**config.mk**
```make
export PLATFORM = sky130hd
export DESIGN_NAME = cspc_core
export DESIGN_NICKNAME = d
export VERILOG_FILES = /design/src/rtl/cspc_pkg.sv /design/src/rtl/cspc_alu.sv /design/src/rtl/cspc_core.sv
export SDC_FILE = /design/constraint.sdc
export NUM_CORES = 1
export LEC_CHECK = 0
export BUFFER_PORTS_ARGS = -buffer_cell sky130_fd_sc_hd__clkbuf_2
export CAP_MARGIN = 10
export CORE_ASPECT_RATIO = 0.5
export CORE_MARGIN = 2
export CORE_UTILIZATION = 45
export DETAILED_ROUTE_END_ITERATION = 10
export PLACE_DENSITY = 0.72
export SETUP_SLACK_MARGIN = 0.2
export SYNTH_ARGS = -nofsm -noshare
export SYNTH_HDL_FRONTEND = slang
export SYNTH_SLANG_ARGS = --single-unit
```
**constraint.sdc**
```tcl
create_clock -name mclk -period 3.1 [get_ports mclk]
set_input_delay 0.31 -clock mclk [delete_from_list [all_inputs] [get_ports mclk]]
set_output_delay 0.31 -clock mclk [all_outputs]
set_load 0.02 [all_outputs]
```
**src/rtl/cspc_pkg.sv**
```systemverilog
package cspc_pkg;
  // Status bit positions
  localparam int StCarry = 0;
  localparam int StHalf = 1;
  localparam int StZero = 2;
  localparam int StSleep = 3;
  localparam int StWdog = 4;
  localparam int StSegLo = 5;
  localparam int StSegHi = 6;
  localparam int StSpare = 7;
  localparam logic [7:0] STATUS_ADDR = 8'h03;
  localparam logic [7:0] CNT_LOW_ADDR = 8'h02;
  localparam logic [2:0] STATUS_RST_HI = 3'h0;
  localparam logic [5:0] OPT_RST = 6'h3f;
  // Option field positions
  localparam int OptSrc = 5;
  localparam int OptEdge = 4;
  localparam int OptTarget = 3;

  typedef enum logic [3:0] {
    CSPC_OP_NONE = 4'h0,
    CSPC_OP_JUMP = 4'h1,
    CSPC_OP_CALL = 4'h2,
    CSPC_OP_COPY = 4'h3,
    CSPC_OP_ADD = 4'h4,
    CSPC_OP_SUB = 4'h5,
    CSPC_OP_BSET = 4'h6,
    CSPC_OP_ROR = 4'h7,
    CSPC_OP_ROL = 4'h8,
    CSPC_OP_LOGIC = 4'h9,
    CSPC_OP_OPTLD = 4'ha,
    CSPC_OP_KICK = 4'hb,
    CSPC_OP_SLEEP = 4'hc,
    CSPC_OP_RET = 4'hd
  } cspc_op_t;

  typedef struct packed {
    cspc_op_t op;
    logic [8:0] imm;
    logic [7:0] dest;
    logic toFile;
    logic [2:0] bitSel;
  } cspc_instr_t;

  typedef struct packed {
    logic timerSourceSelect;
    logic timerEdgeSelect;
    logic dividerTargetSelect;
    logic [2:0] dividerRatio;
  } cspc_opt_t;
endpackage

```
**src/rtl/cspc_alu.sv**
```systemverilog
`timescale 1ns/10ps
module cspc_alu (
  input wire logic mclk,
  input wire logic rst,
  input wire cspc_pkg::cspc_op_t op,
  input wire logic [7:0] acc,
  input wire logic [7:0] fileVal,
  input wire logic [2:0] bitSel,
  input wire logic carryIn,
  output logic [7:0] result_r,
  output logic zero_r,
  output logic half_r,
  output logic carry_r,
  output logic flagZ_r,
  output logic flagHC_r
);
  logic [8:0] sum;
  logic [4:0] nib;
  logic [7:0] res;
  logic z, h, c, fz, fhc;

  // Subtraction as f + ~w + 1: carry out means no borrow
  always_comb begin
    sum = 9'h000;
    nib = 5'h00;
    res = fileVal;
    h = 1'b0;
    c = carryIn;
    fz = 1'b0;
    fhc = 1'b0;
    case (op)
      cspc_pkg::CSPC_OP_ADD: begin
        sum = {1'b0, fileVal} + {1'b0, acc};
        nib = {1'b0, fileVal[3:0]} + {1'b0, acc[3:0]};
        res = sum[7:0];
        h = nib[4];
        c = sum[8];
        fz = 1'b1;
        fhc = 1'b1;
      end
      cspc_pkg::CSPC_OP_SUB: begin
        sum = {1'b0, fileVal} + {1'b0, ~acc} + 9'h001;
        nib = {1'b0, fileVal[3:0]} + {1'b0, ~acc[3:0]} + 5'h01;
        res = sum[7:0];
        h = nib[4];
        c = sum[8];
        fz = 1'b1;
        fhc = 1'b1;
      end
      cspc_pkg::CSPC_OP_ROR: begin
        res = {carryIn, fileVal[7:1]};
        c = fileVal[0];
        fhc = 1'b0;
      end
      cspc_pkg::CSPC_OP_ROL: begin
        res = {fileVal[6:0], carryIn};
        c = fileVal[7];
      end
      cspc_pkg::CSPC_OP_COPY: res = acc;
      cspc_pkg::CSPC_OP_BSET: res = fileVal | (8'h01 << bitSel);
      cspc_pkg::CSPC_OP_LOGIC: begin
        res = acc | fileVal;
        fz = 1'b1;
      end
      default: res = fileVal;
    endcase
    z = (res == 8'h00);
  end

  always_ff @(posedge mclk) begin
    if (rst) begin
      result_r <= 8'h00;
      zero_r <= 1'b0;
      half_r <= 1'b0;
      carry_r <= 1'b0;
      flagZ_r <= 1'b0;
      flagHC_r <= 1'b0;
    end else begin
      result_r <= res;
      zero_r <= z;
      half_r <= h;
      carry_r <= c;
      flagZ_r <= fz;
      flagHC_r <= fhc;
    end
  end
endmodule

```
**src/rtl/cspc_core.sv**
```systemverilog
`timescale 1ns/10ps
// Notes on behaviour
// - Six-bit write-only option register loads accumulator on option-load instruction.
// - Any reset sets all six option bits to one.
// - Option bits seven and six read zero.
// - Option bit five picks external pin or instruction clock for timer.
// - Option bit four picks falling (one) or rising (zero) pin edge.
// - Option bit three gives prescaler to watchdog (one) or timer (zero).
// - Ratio field divides timer by 2^(n+1), watchdog by 2^n.
// - Counter holds next address, increments each cycle unless loaded.
// - Jump loads counter bits eight to zero from instruction word.
// - Low counter byte register maps onto counter bits seven to zero.
// - Segment status bits supply counter bits nine and ten on jump, call and low-byte loads.
// - Call or low-byte write loads bits seven to zero, clears bit eight.
// - Copy, add and bit-set into low byte count as counter writes.
// - Flag-affecting instructions to status keep flag results, not data.
// - Watchdog-expiry and sleep flags ignore instruction writes.
// - Reset clears segment bits, preselecting page zero.
// - Reset loads counter with last address of last page.
//
// ALU instructions execute in two stages: the ALU registers its result, then write-back; jump, call, return and option load act in the first.
module cspc_core #(
  parameter int PcWidth = 11,
  parameter logic [10:0] ResetVector = 11'h7ff
) (
  input wire logic mclk,
  input wire logic rst,
  input wire logic powerOn,
  input wire logic wdogTimeout,
  input wire logic instrValid,
  input wire cspc_pkg::cspc_instr_t instr,
  input wire logic [7:0] acc,
  input wire logic [7:0] fileRdData,
  input wire logic [PcWidth-1:0] retAddr,
  output logic [PcWidth-1:0] progCounter_r,
  output logic [7:0] statusRd_r,
  output logic [7:0] counterLowRd_r,
  output logic [7:0] optionRd_r,
  output cspc_pkg::cspc_opt_t option_r,
  output logic [7:0] timerDivLog2_r,
  output logic [7:0] wdogDivLog2_r,
  output logic [7:0] fileWrData_r,
  output logic [7:0] fileWrAddr_r,
  output logic fileWrEn_r
);
  logic [7:0] status_r;
  logic [7:0] statusNxt;
  logic [PcWidth-1:0] pcNxt;
  cspc_pkg::cspc_instr_t ex_r;
  logic exValid_r;
  logic [7:0] aluRes;
  logic aluZ, aluH, aluC, aluFz, aluFhc;
  logic wrStatus, wrLow, isWrOp;

  // ALU sees raw file value; status/low byte come from their own holders
  cspc_alu u_alu (
    .mclk(mclk),
    .rst(rst),
    .op(instr.op),
    .acc(acc),
    .fileVal(instr.dest == cspc_pkg::STATUS_ADDR ? status_r :
             instr.dest == cspc_pkg::CNT_LOW_ADDR ? progCounter_r[7:0] : fileRdData),
    .bitSel(instr.bitSel),
    .carryIn(status_r[cspc_pkg::StCarry]),
    .result_r(aluRes),
    .zero_r(aluZ),
    .half_r(aluH),
    .carry_r(aluC),
    .flagZ_r(aluFz),
    .flagHC_r(aluFhc)
  );

  always_ff @(posedge mclk) begin
    if (rst) begin
      ex_r <= '0;
      exValid_r <= 1'b0;
    end else begin
      ex_r <= instr;
      exValid_r <= instrValid;
    end
  end

  always_comb begin
    isWrOp = 1'b0;
    case (ex_r.op)
      cspc_pkg::CSPC_OP_COPY, cspc_pkg::CSPC_OP_ADD, cspc_pkg::CSPC_OP_BSET:
        isWrOp = ex_r.toFile;
      cspc_pkg::CSPC_OP_SUB, cspc_pkg::CSPC_OP_ROR, cspc_pkg::CSPC_OP_ROL,
      cspc_pkg::CSPC_OP_LOGIC:
        isWrOp = ex_r.toFile;
      default: isWrOp = 1'b0;
    endcase
    wrStatus = exValid_r && isWrOp && ex_r.dest == cspc_pkg::STATUS_ADDR;
    wrLow = exValid_r && isWrOp && ex_r.dest == cspc_pkg::CNT_LOW_ADDR;
  end

  // Status next value
  always_comb begin
    statusNxt = status_r;
    if (wrStatus) begin
      statusNxt[7:5] = aluRes[7:5];
      statusNxt[cspc_pkg::StZero] = aluRes[cspc_pkg::StZero];
      statusNxt[cspc_pkg::StHalf] = aluRes[cspc_pkg::StHalf];
      statusNxt[cspc_pkg::StCarry] = aluRes[cspc_pkg::StCarry];
    end
    if (exValid_r) begin
      // Flag results override the data write to the same bits
      if (aluFz) statusNxt[cspc_pkg::StZero] = aluZ;
      if (aluFhc) statusNxt[cspc_pkg::StHalf] = aluH;
      if (ex_r.op == cspc_pkg::CSPC_OP_ADD || ex_r.op == cspc_pkg::CSPC_OP_SUB ||
          ex_r.op == cspc_pkg::CSPC_OP_ROR || ex_r.op == cspc_pkg::CSPC_OP_ROL)
        statusNxt[cspc_pkg::StCarry] = aluC;
    end
    // Expiry/sleep never taken from data; only events
    if (exValid_r && ex_r.op == cspc_pkg::CSPC_OP_KICK) begin
      statusNxt[cspc_pkg::StWdog] = 1'b1;
      statusNxt[cspc_pkg::StSleep] = 1'b1;
    end
    if (exValid_r && ex_r.op == cspc_pkg::CSPC_OP_SLEEP) begin
      statusNxt[cspc_pkg::StWdog] = 1'b1;
      statusNxt[cspc_pkg::StSleep] = 1'b0;
    end
    if (wdogTimeout) statusNxt[cspc_pkg::StWdog] = 1'b0;
  end

  // Over non-power-up resets sleep keeps its value; expiry keeps it unless wdogTimeout clears it
  always_ff @(posedge mclk) begin
    if (rst) begin
      status_r[7:5] <= cspc_pkg::STATUS_RST_HI;
      status_r[2:0] <= 3'h0;
      if (powerOn) begin
        status_r[cspc_pkg::StWdog] <= 1'b1;
        status_r[cspc_pkg::StSleep] <= 1'b1;
      end else if (wdogTimeout) begin
        status_r[cspc_pkg::StWdog] <= 1'b0;
      end
    end else begin
      status_r <= statusNxt;
    end
  end

  // Program counter
  always_comb begin
    pcNxt = progCounter_r + {{(PcWidth-1){1'b0}}, 1'b1};
    if (wrLow) begin
      pcNxt = progCounter_r;
      pcNxt[7:0] = aluRes;
      pcNxt[8] = 1'b0;
      if (PcWidth > 9) pcNxt[PcWidth-1:9] = status_r[5 +: PcWidth-9];
    end else if (instrValid && instr.op == cspc_pkg::CSPC_OP_JUMP) begin
      pcNxt = progCounter_r;
      pcNxt[8:0] = instr.imm;
      if (PcWidth > 9) pcNxt[PcWidth-1:9] = status_r[5 +: PcWidth-9];
    end else if (instrValid && instr.op == cspc_pkg::CSPC_OP_CALL) begin
      pcNxt = progCounter_r;
      pcNxt[7:0] = instr.imm[7:0];
      pcNxt[8] = 1'b0;
      if (PcWidth > 9) pcNxt[PcWidth-1:9] = status_r[5 +: PcWidth-9];
    end else if (instrValid && instr.op == cspc_pkg::CSPC_OP_RET) begin
      pcNxt = retAddr;
    end
  end

  always_ff @(posedge mclk) begin
    if (rst) progCounter_r <= ResetVector[PcWidth-1:0];
    else progCounter_r <= pcNxt;
  end

  // Option register
  always_ff @(posedge mclk) begin
    if (rst) option_r <= cspc_pkg::OPT_RST;
    else if (instrValid && instr.op == cspc_pkg::CSPC_OP_OPTLD)
      option_r <= acc[5:0];
  end

  // Divider exponents: timer n+1, watchdog n; other target gets none
  always_ff @(posedge mclk) begin
    if (rst) begin
      timerDivLog2_r <= 8'h00;
      wdogDivLog2_r <= 8'h00;
    end else begin
      timerDivLog2_r <= option_r.dividerTargetSelect ? 8'h00 :
                        {5'h00, option_r.dividerRatio} + 8'h01;
      wdogDivLog2_r <= option_r.dividerTargetSelect ?
                       {5'h00, option_r.dividerRatio} : 8'h00;
    end
  end

  always_ff @(posedge mclk) begin
    if (rst) begin
      // Read copies track their registers during reset too
      statusRd_r[7:5] <= cspc_pkg::STATUS_RST_HI;
      statusRd_r[cspc_pkg::StWdog] <= powerOn | (status_r[cspc_pkg::StWdog] & ~wdogTimeout);
      statusRd_r[cspc_pkg::StSleep] <= powerOn | status_r[cspc_pkg::StSleep];
      statusRd_r[2:0] <= 3'h0;
      counterLowRd_r <= ResetVector[7:0];
      optionRd_r <= {2'h0, cspc_pkg::OPT_RST};
      fileWrData_r <= 8'h00;
      fileWrAddr_r <= 8'h00;
      fileWrEn_r <= 1'b0;
    end else begin
      statusRd_r <= statusNxt;
      counterLowRd_r <= pcNxt[7:0];
      optionRd_r <= {2'h0, option_r};
      fileWrData_r <= aluRes;
      fileWrAddr_r <= ex_r.dest;
      fileWrEn_r <= exValid_r && isWrOp && !wrStatus && !wrLow;
    end
  end
endmodule

```
==> run_summary.xml <==
<?xml version="1.0" encoding="UTF-8"?>
<metrics>
  <group name="grt">
    <metric name="grt_pass1_wl" unit="mm">25.7</metric>
    <metric name="grt_pass1_vias" unit="">4844</metric>
    <metric name="globalRouteTotalUtil" unit="">0.269</metric>
    <metric name="grt_antenna_before_repair" unit="">0</metric>
    <metric name="maximum_number_of_pins_on_one_net_before_global_route_repair" unit="">40</metric>
    <metric name="remaining_overflow_grt" unit="">0</metric>
  </group>
  <group name="synth">
    <metric name="synth_ff_type" unit="">sky130_fd_sc_hd__dfxtp_1</metric>
    <metric name="yosysWarningCount" unit="">0</metric>
    <metric name="syn_inst" unit="">611</metric>
    <metric name="sequential_element_share_of_the_synthesized_area" unit="">0.330</metric>
    <metric name="synthArstFlopShare" unit="">0</metric>
    <metric name="syn_avg_cell_area" unit="sq um">8.43</metric>
    <metric name="yosysUniqueCellTypes" unit="">74</metric>
    <metric name="synth.ff_latch_count" unit="">84</metric>
    <metric name="number_of_flops_mapped_to_enable_cells_by_yosys" unit="">2</metric>
    <metric name="synthesis.area" unit="sq um">5150</metric>
  </group>
  <group name="floorplan">
    <metric name="initial_utilization" unit="">0.465</metric>
    <metric name="core_region_area" unit="sq um">11100</metric>
    <metric name="pin_count" unit="">131</metric>
    <metric name="rows" unit="">27</metric>
    <metric name="die-width" unit="microns">155</metric>
    <metric name="die_y" unit="microns">79.7</metric>
    <metric name="floorplan.die_area" unit="sq um">12400</metric>
  </group>
  <group name="sta">
    <metric name="max_clock_freq" unit="MHz">323</metric>
    <metric name="finalClockSkew" unit="ns">0.00756</metric>
    <metric name="finalCritPeriodShare" unit="">0.998</metric>
    <metric name="worst_slack" unit="ns">0.00594</metric>
    <metric name="grt_setup_unrepaired" unit="">yes</metric>
    <metric name="timing_worst_slew_pin_value" unit="ns">0.812</metric>
    <metric name="hold_violations" unit="">0</metric>
    <metric name="slew-limit-headroom" unit="">0.451</metric>
    <metric name="report.final.slew_viol_count" unit="">0</metric>
    <metric name="final-setup-viol-count" unit="">0</metric>
    <metric name="timing.setup.tns" unit="ns">0</metric>
    <metric name="post-route-min-period" unit="ns">3.09</metric>
  </group>
  <group name="min_path">
    <metric name="worst_hold_endpoint" unit="">ex_r[10]</metric>
    <metric name="min-delay-path-class" unit="">in -&gt; reg</metric>
    <metric name="min-delay-start" unit="">instr[10]</metric>
    <metric name="min_delay_path_depth" unit="">2</metric>
  </group>
  <group name="place">
    <metric name="place_area" unit="sq um">6360</metric>
    <metric name="detailedPlace.worstSlack" unit="ns">-0.432</metric>
    <metric name="placed_cells" unit="">918</metric>
    <metric name="numPortBuffers" unit="">119</metric>
    <metric name="place_congestion" unit="">0.990</metric>
    <metric name="detailed_placer_s_ending_hpwl" unit="mm">12.8</metric>
  </group>
  <group name="critical_path">
    <metric name="timing.critical_path.cells" unit="">buf_8 &gt; or4_4 &gt; nor2_4 &gt; o21a_1 &gt; ha_2 &gt; inv_2 &gt; fa_2 &gt; or2_4 &gt; a211oi_4 &gt; mux2i_2 &gt; nand4b_1 &gt; o22ai_2 &gt; o32ai_2 &gt; a211oi_2</metric>
    <metric name="reg2reg_setup_slack" unit="ns">0.12</metric>
    <metric name="path_buf_inv" unit="">2</metric>
    <metric name="crit_path_start_kind" unit="">primary input</metric>
    <metric name="r2r_end" unit="">u_alu.zero_r</metric>
    <metric name="cp_slowest_cell" unit="">sky130_fd_sc_hd__or4_4</metric>
    <metric name="timing.reg2reg.worst_path_depth" unit="">14</metric>
    <metric name="end_kind" unit="">flop</metric>
    <metric name="worst_r2r_startpoint" unit="">progCounter_r[5]</metric>
    <metric name="data_required_time_of_the_worst_path" unit="ns">3.36</metric>
    <metric name="cp_top_family" unit="">simple AND/OR/NAND/NOR gates</metric>
    <metric name="worstPathArrival" unit="ns">3.35</metric>
    <metric name="worst-path-max-fanout" unit="">4</metric>
    <metric name="timing.critical_path.slowest_cell_delay" unit="ns">0.55</metric>
    <metric name="critPathKind" unit="">in -&gt; reg</metric>
  </group>
  <group name="power_and_ir_drop">
    <metric name="leakage_power" unit="nW">3.11</metric>
    <metric name="ir_drop_worst_vdd" unit="uV">399</metric>
    <metric name="totalPowerFinal" unit="mW">3.36</metric>
    <metric name="pwr_density_cell" unit="nW/um^2">474</metric>
  </group>
  <group name="detailed_routing">
    <metric name="drcViolationCount" unit="">0</metric>
    <metric name="route.detailed.wl_per_inst" unit="microns">17.5</metric>
    <metric name="detail_route.iter0.violations" unit="">380</metric>
    <metric name="drt-pass1-iter-count" unit="">5</metric>
    <metric name="num_vias" unit="">5331</metric>
    <metric name="drt.antenna.violating_nets" unit="">0</metric>
    <metric name="vias_per_cell" unit="">5.64</metric>
    <metric name="routed_wirelength" unit="mm">16.6</metric>
  </group>
  <group name="clock_tree">
    <metric name="cts_tree" unit="">done</metric>
    <metric name="cts_hold_buf" unit="">0</metric>
    <metric name="cts.reportedPaths.clkPinSlew" unit="ns">0.06</metric>
    <metric name="htree_num_levels" unit="">3</metric>
    <metric name="ctsRootBufferMaster" unit="">sky130_fd_sc_hd__clkbuf_16</metric>
    <metric name="clock_sink_count" unit="">84</metric>
    <metric name="cts_inserted_buffers" unit="">9</metric>
    <metric name="ctsLongestPathBuffers" unit="">2</metric>
    <metric name="clk_latency" unit="ns">0.34</metric>
  </group>
  <group name="run">
    <metric name="timing.max_cap.violations" unit="">0</metric>
  </group>
  <group name="layout">
    <metric name="num-fill-cells" unit="">986</metric>
    <metric name="num_antenna_cells" unit="">0</metric>
    <metric name="final_net_count" unit="">873</metric>
    <metric name="drive_above_1_share" unit="">0.400</metric>
    <metric name="fin_area" unit="sq um">7100</metric>
    <metric name="syn2layout_area_growth" unit="%">37.7</metric>
    <metric name="final_cell_count_without_fillers" unit="">946</metric>
    <metric name="layout_commonest_cell" unit="">sky130_fd_sc_hd__clkbuf_2</metric>
    <metric name="layout.cells.most_common_list" unit="">117 x sky130_fd_sc_hd__clkbuf_2, 100 x sky130_fd_sc_hd__buf_4, 82 x sky130_fd_sc_hd__dfxtp_1</metric>
  </group>
  <group name="outcome">
    <metric name="outcome" unit="">finished, final reports clean</metric>
  </group>
</metrics>
## final cells by class
type,count,area (sq um),share of cell area
tap,145,181,0.0256
clock buffer,10,229,0.0323
clock inverter,6,71.3,0.0101
multi-input combinational,452,3410,0.481
timing repair buffer,222,1400,0.197
sequential,84,1700,0.240
inverter,27,101,0.0143
## state kept, by name, summed over array words and instances (netlist names), 2 cells and up
signal / cells
statusRd_r: 2
u_alu.result_r: 8
fileWrData_r: 8
option_r: 6
fileWrAddr_r: 8
timerDivLog2_r: 4
status_r: 8
ex_r: 13
progCounter_r: 11
wdogDivLog2_r: 3
optionRd_r: 6
## cell families after synthesis
logic type / count (synthesis) / share of synthesized area
simple gates: 239 / 0.269
other cells: 1 / 0.000728
mux: 20 / 0.0391
xor+xnor: 12 / 0.0204
flops: 84 / 0.330
compound gates: 150 / 0.206
buf+inv: 85 / 0.0833
fa+ha+maj: 20 / 0.0515
## cell usage after synthesis (all sizes together), types with 13 or more instances
| cell type | n | area, sq um |
|---|---|---|
| a211o | 13 | 114 |
| a211oi | 24 | 185 |
| a21oi | 28 | 140 |
| buf | 41 | 264 |
| clkbuf | 17 | 63.8 |
| dfxtp | 82 | 1640 |
| ha | 18 | 225 |
| inv | 27 | 101 |
| mux2i | 19 | 190 |
| nand2 | 26 | 97.6 |
| nand3 | 20 | 100 |
| nor2 | 49 | 186 |
| nor2b | 49 | 307 |
| nor3 | 14 | 70.1 |
| o21ai | 21 | 113 |
## how the worst max path moves through the flow
stage,endpoint,depth (start not counted),slack [ns],startpoint
after detailed placement,u_alu.zero_r,14,-0.43,instr[11]
after global placement,u_alu.result_r[6],15,-0.47,instr[11]
after CTS,u_alu.zero_r,14,0.04,instr[6]
final,u_alu.zero_r,14,0.006,instr[6]
after floorplan,u_alu.zero_r,13,-0.06,instr[11]
after global routing,u_alu.zero_r,14,-0.12,instr[6]
## where the power goes
part           switching (mW)  internal, mW  total (mW)
logic                   0.586         0.477        1.06
registers              0.0629          1.16        1.23
clock network           0.439         0.631        1.07
total                    1.09          2.27        3.36
## per-layer routing
metal | routed length (microns) | track usage | share of wire | vias up
met2 | 7090 | 0.412 | 0.43 | 237
li1 | - | - | - | 2540
met1 | 8010 | 0.389 | 0.48 | 2533
met4 | 249 | 0.0688 | 0.015 | 0
met3 | 1230 | 0.0527 | 0.074 | 21
met5 | 0 | 0 | 0 | -
## stage by stage
step | hold slack (ns) | utilization
global placement | 0.445 | 0.574
finish | 0.205 | 0.640
global route | 0.211 | 0.640
CTS | 0.213 | 0.621
detailed placement | 0.461 | 0.574
floorplan | 0.411 | -
## timing repair
action | 4_1_cts | 5_1_grt
pin swaps | 14 | 13
setup endpoints to repair | 6 | 8
hold endpoints to repair | 0 | 0
setup buffers | 7 | 5
resized for setup | 34 | 44
(Power assumes the default switching activity.)
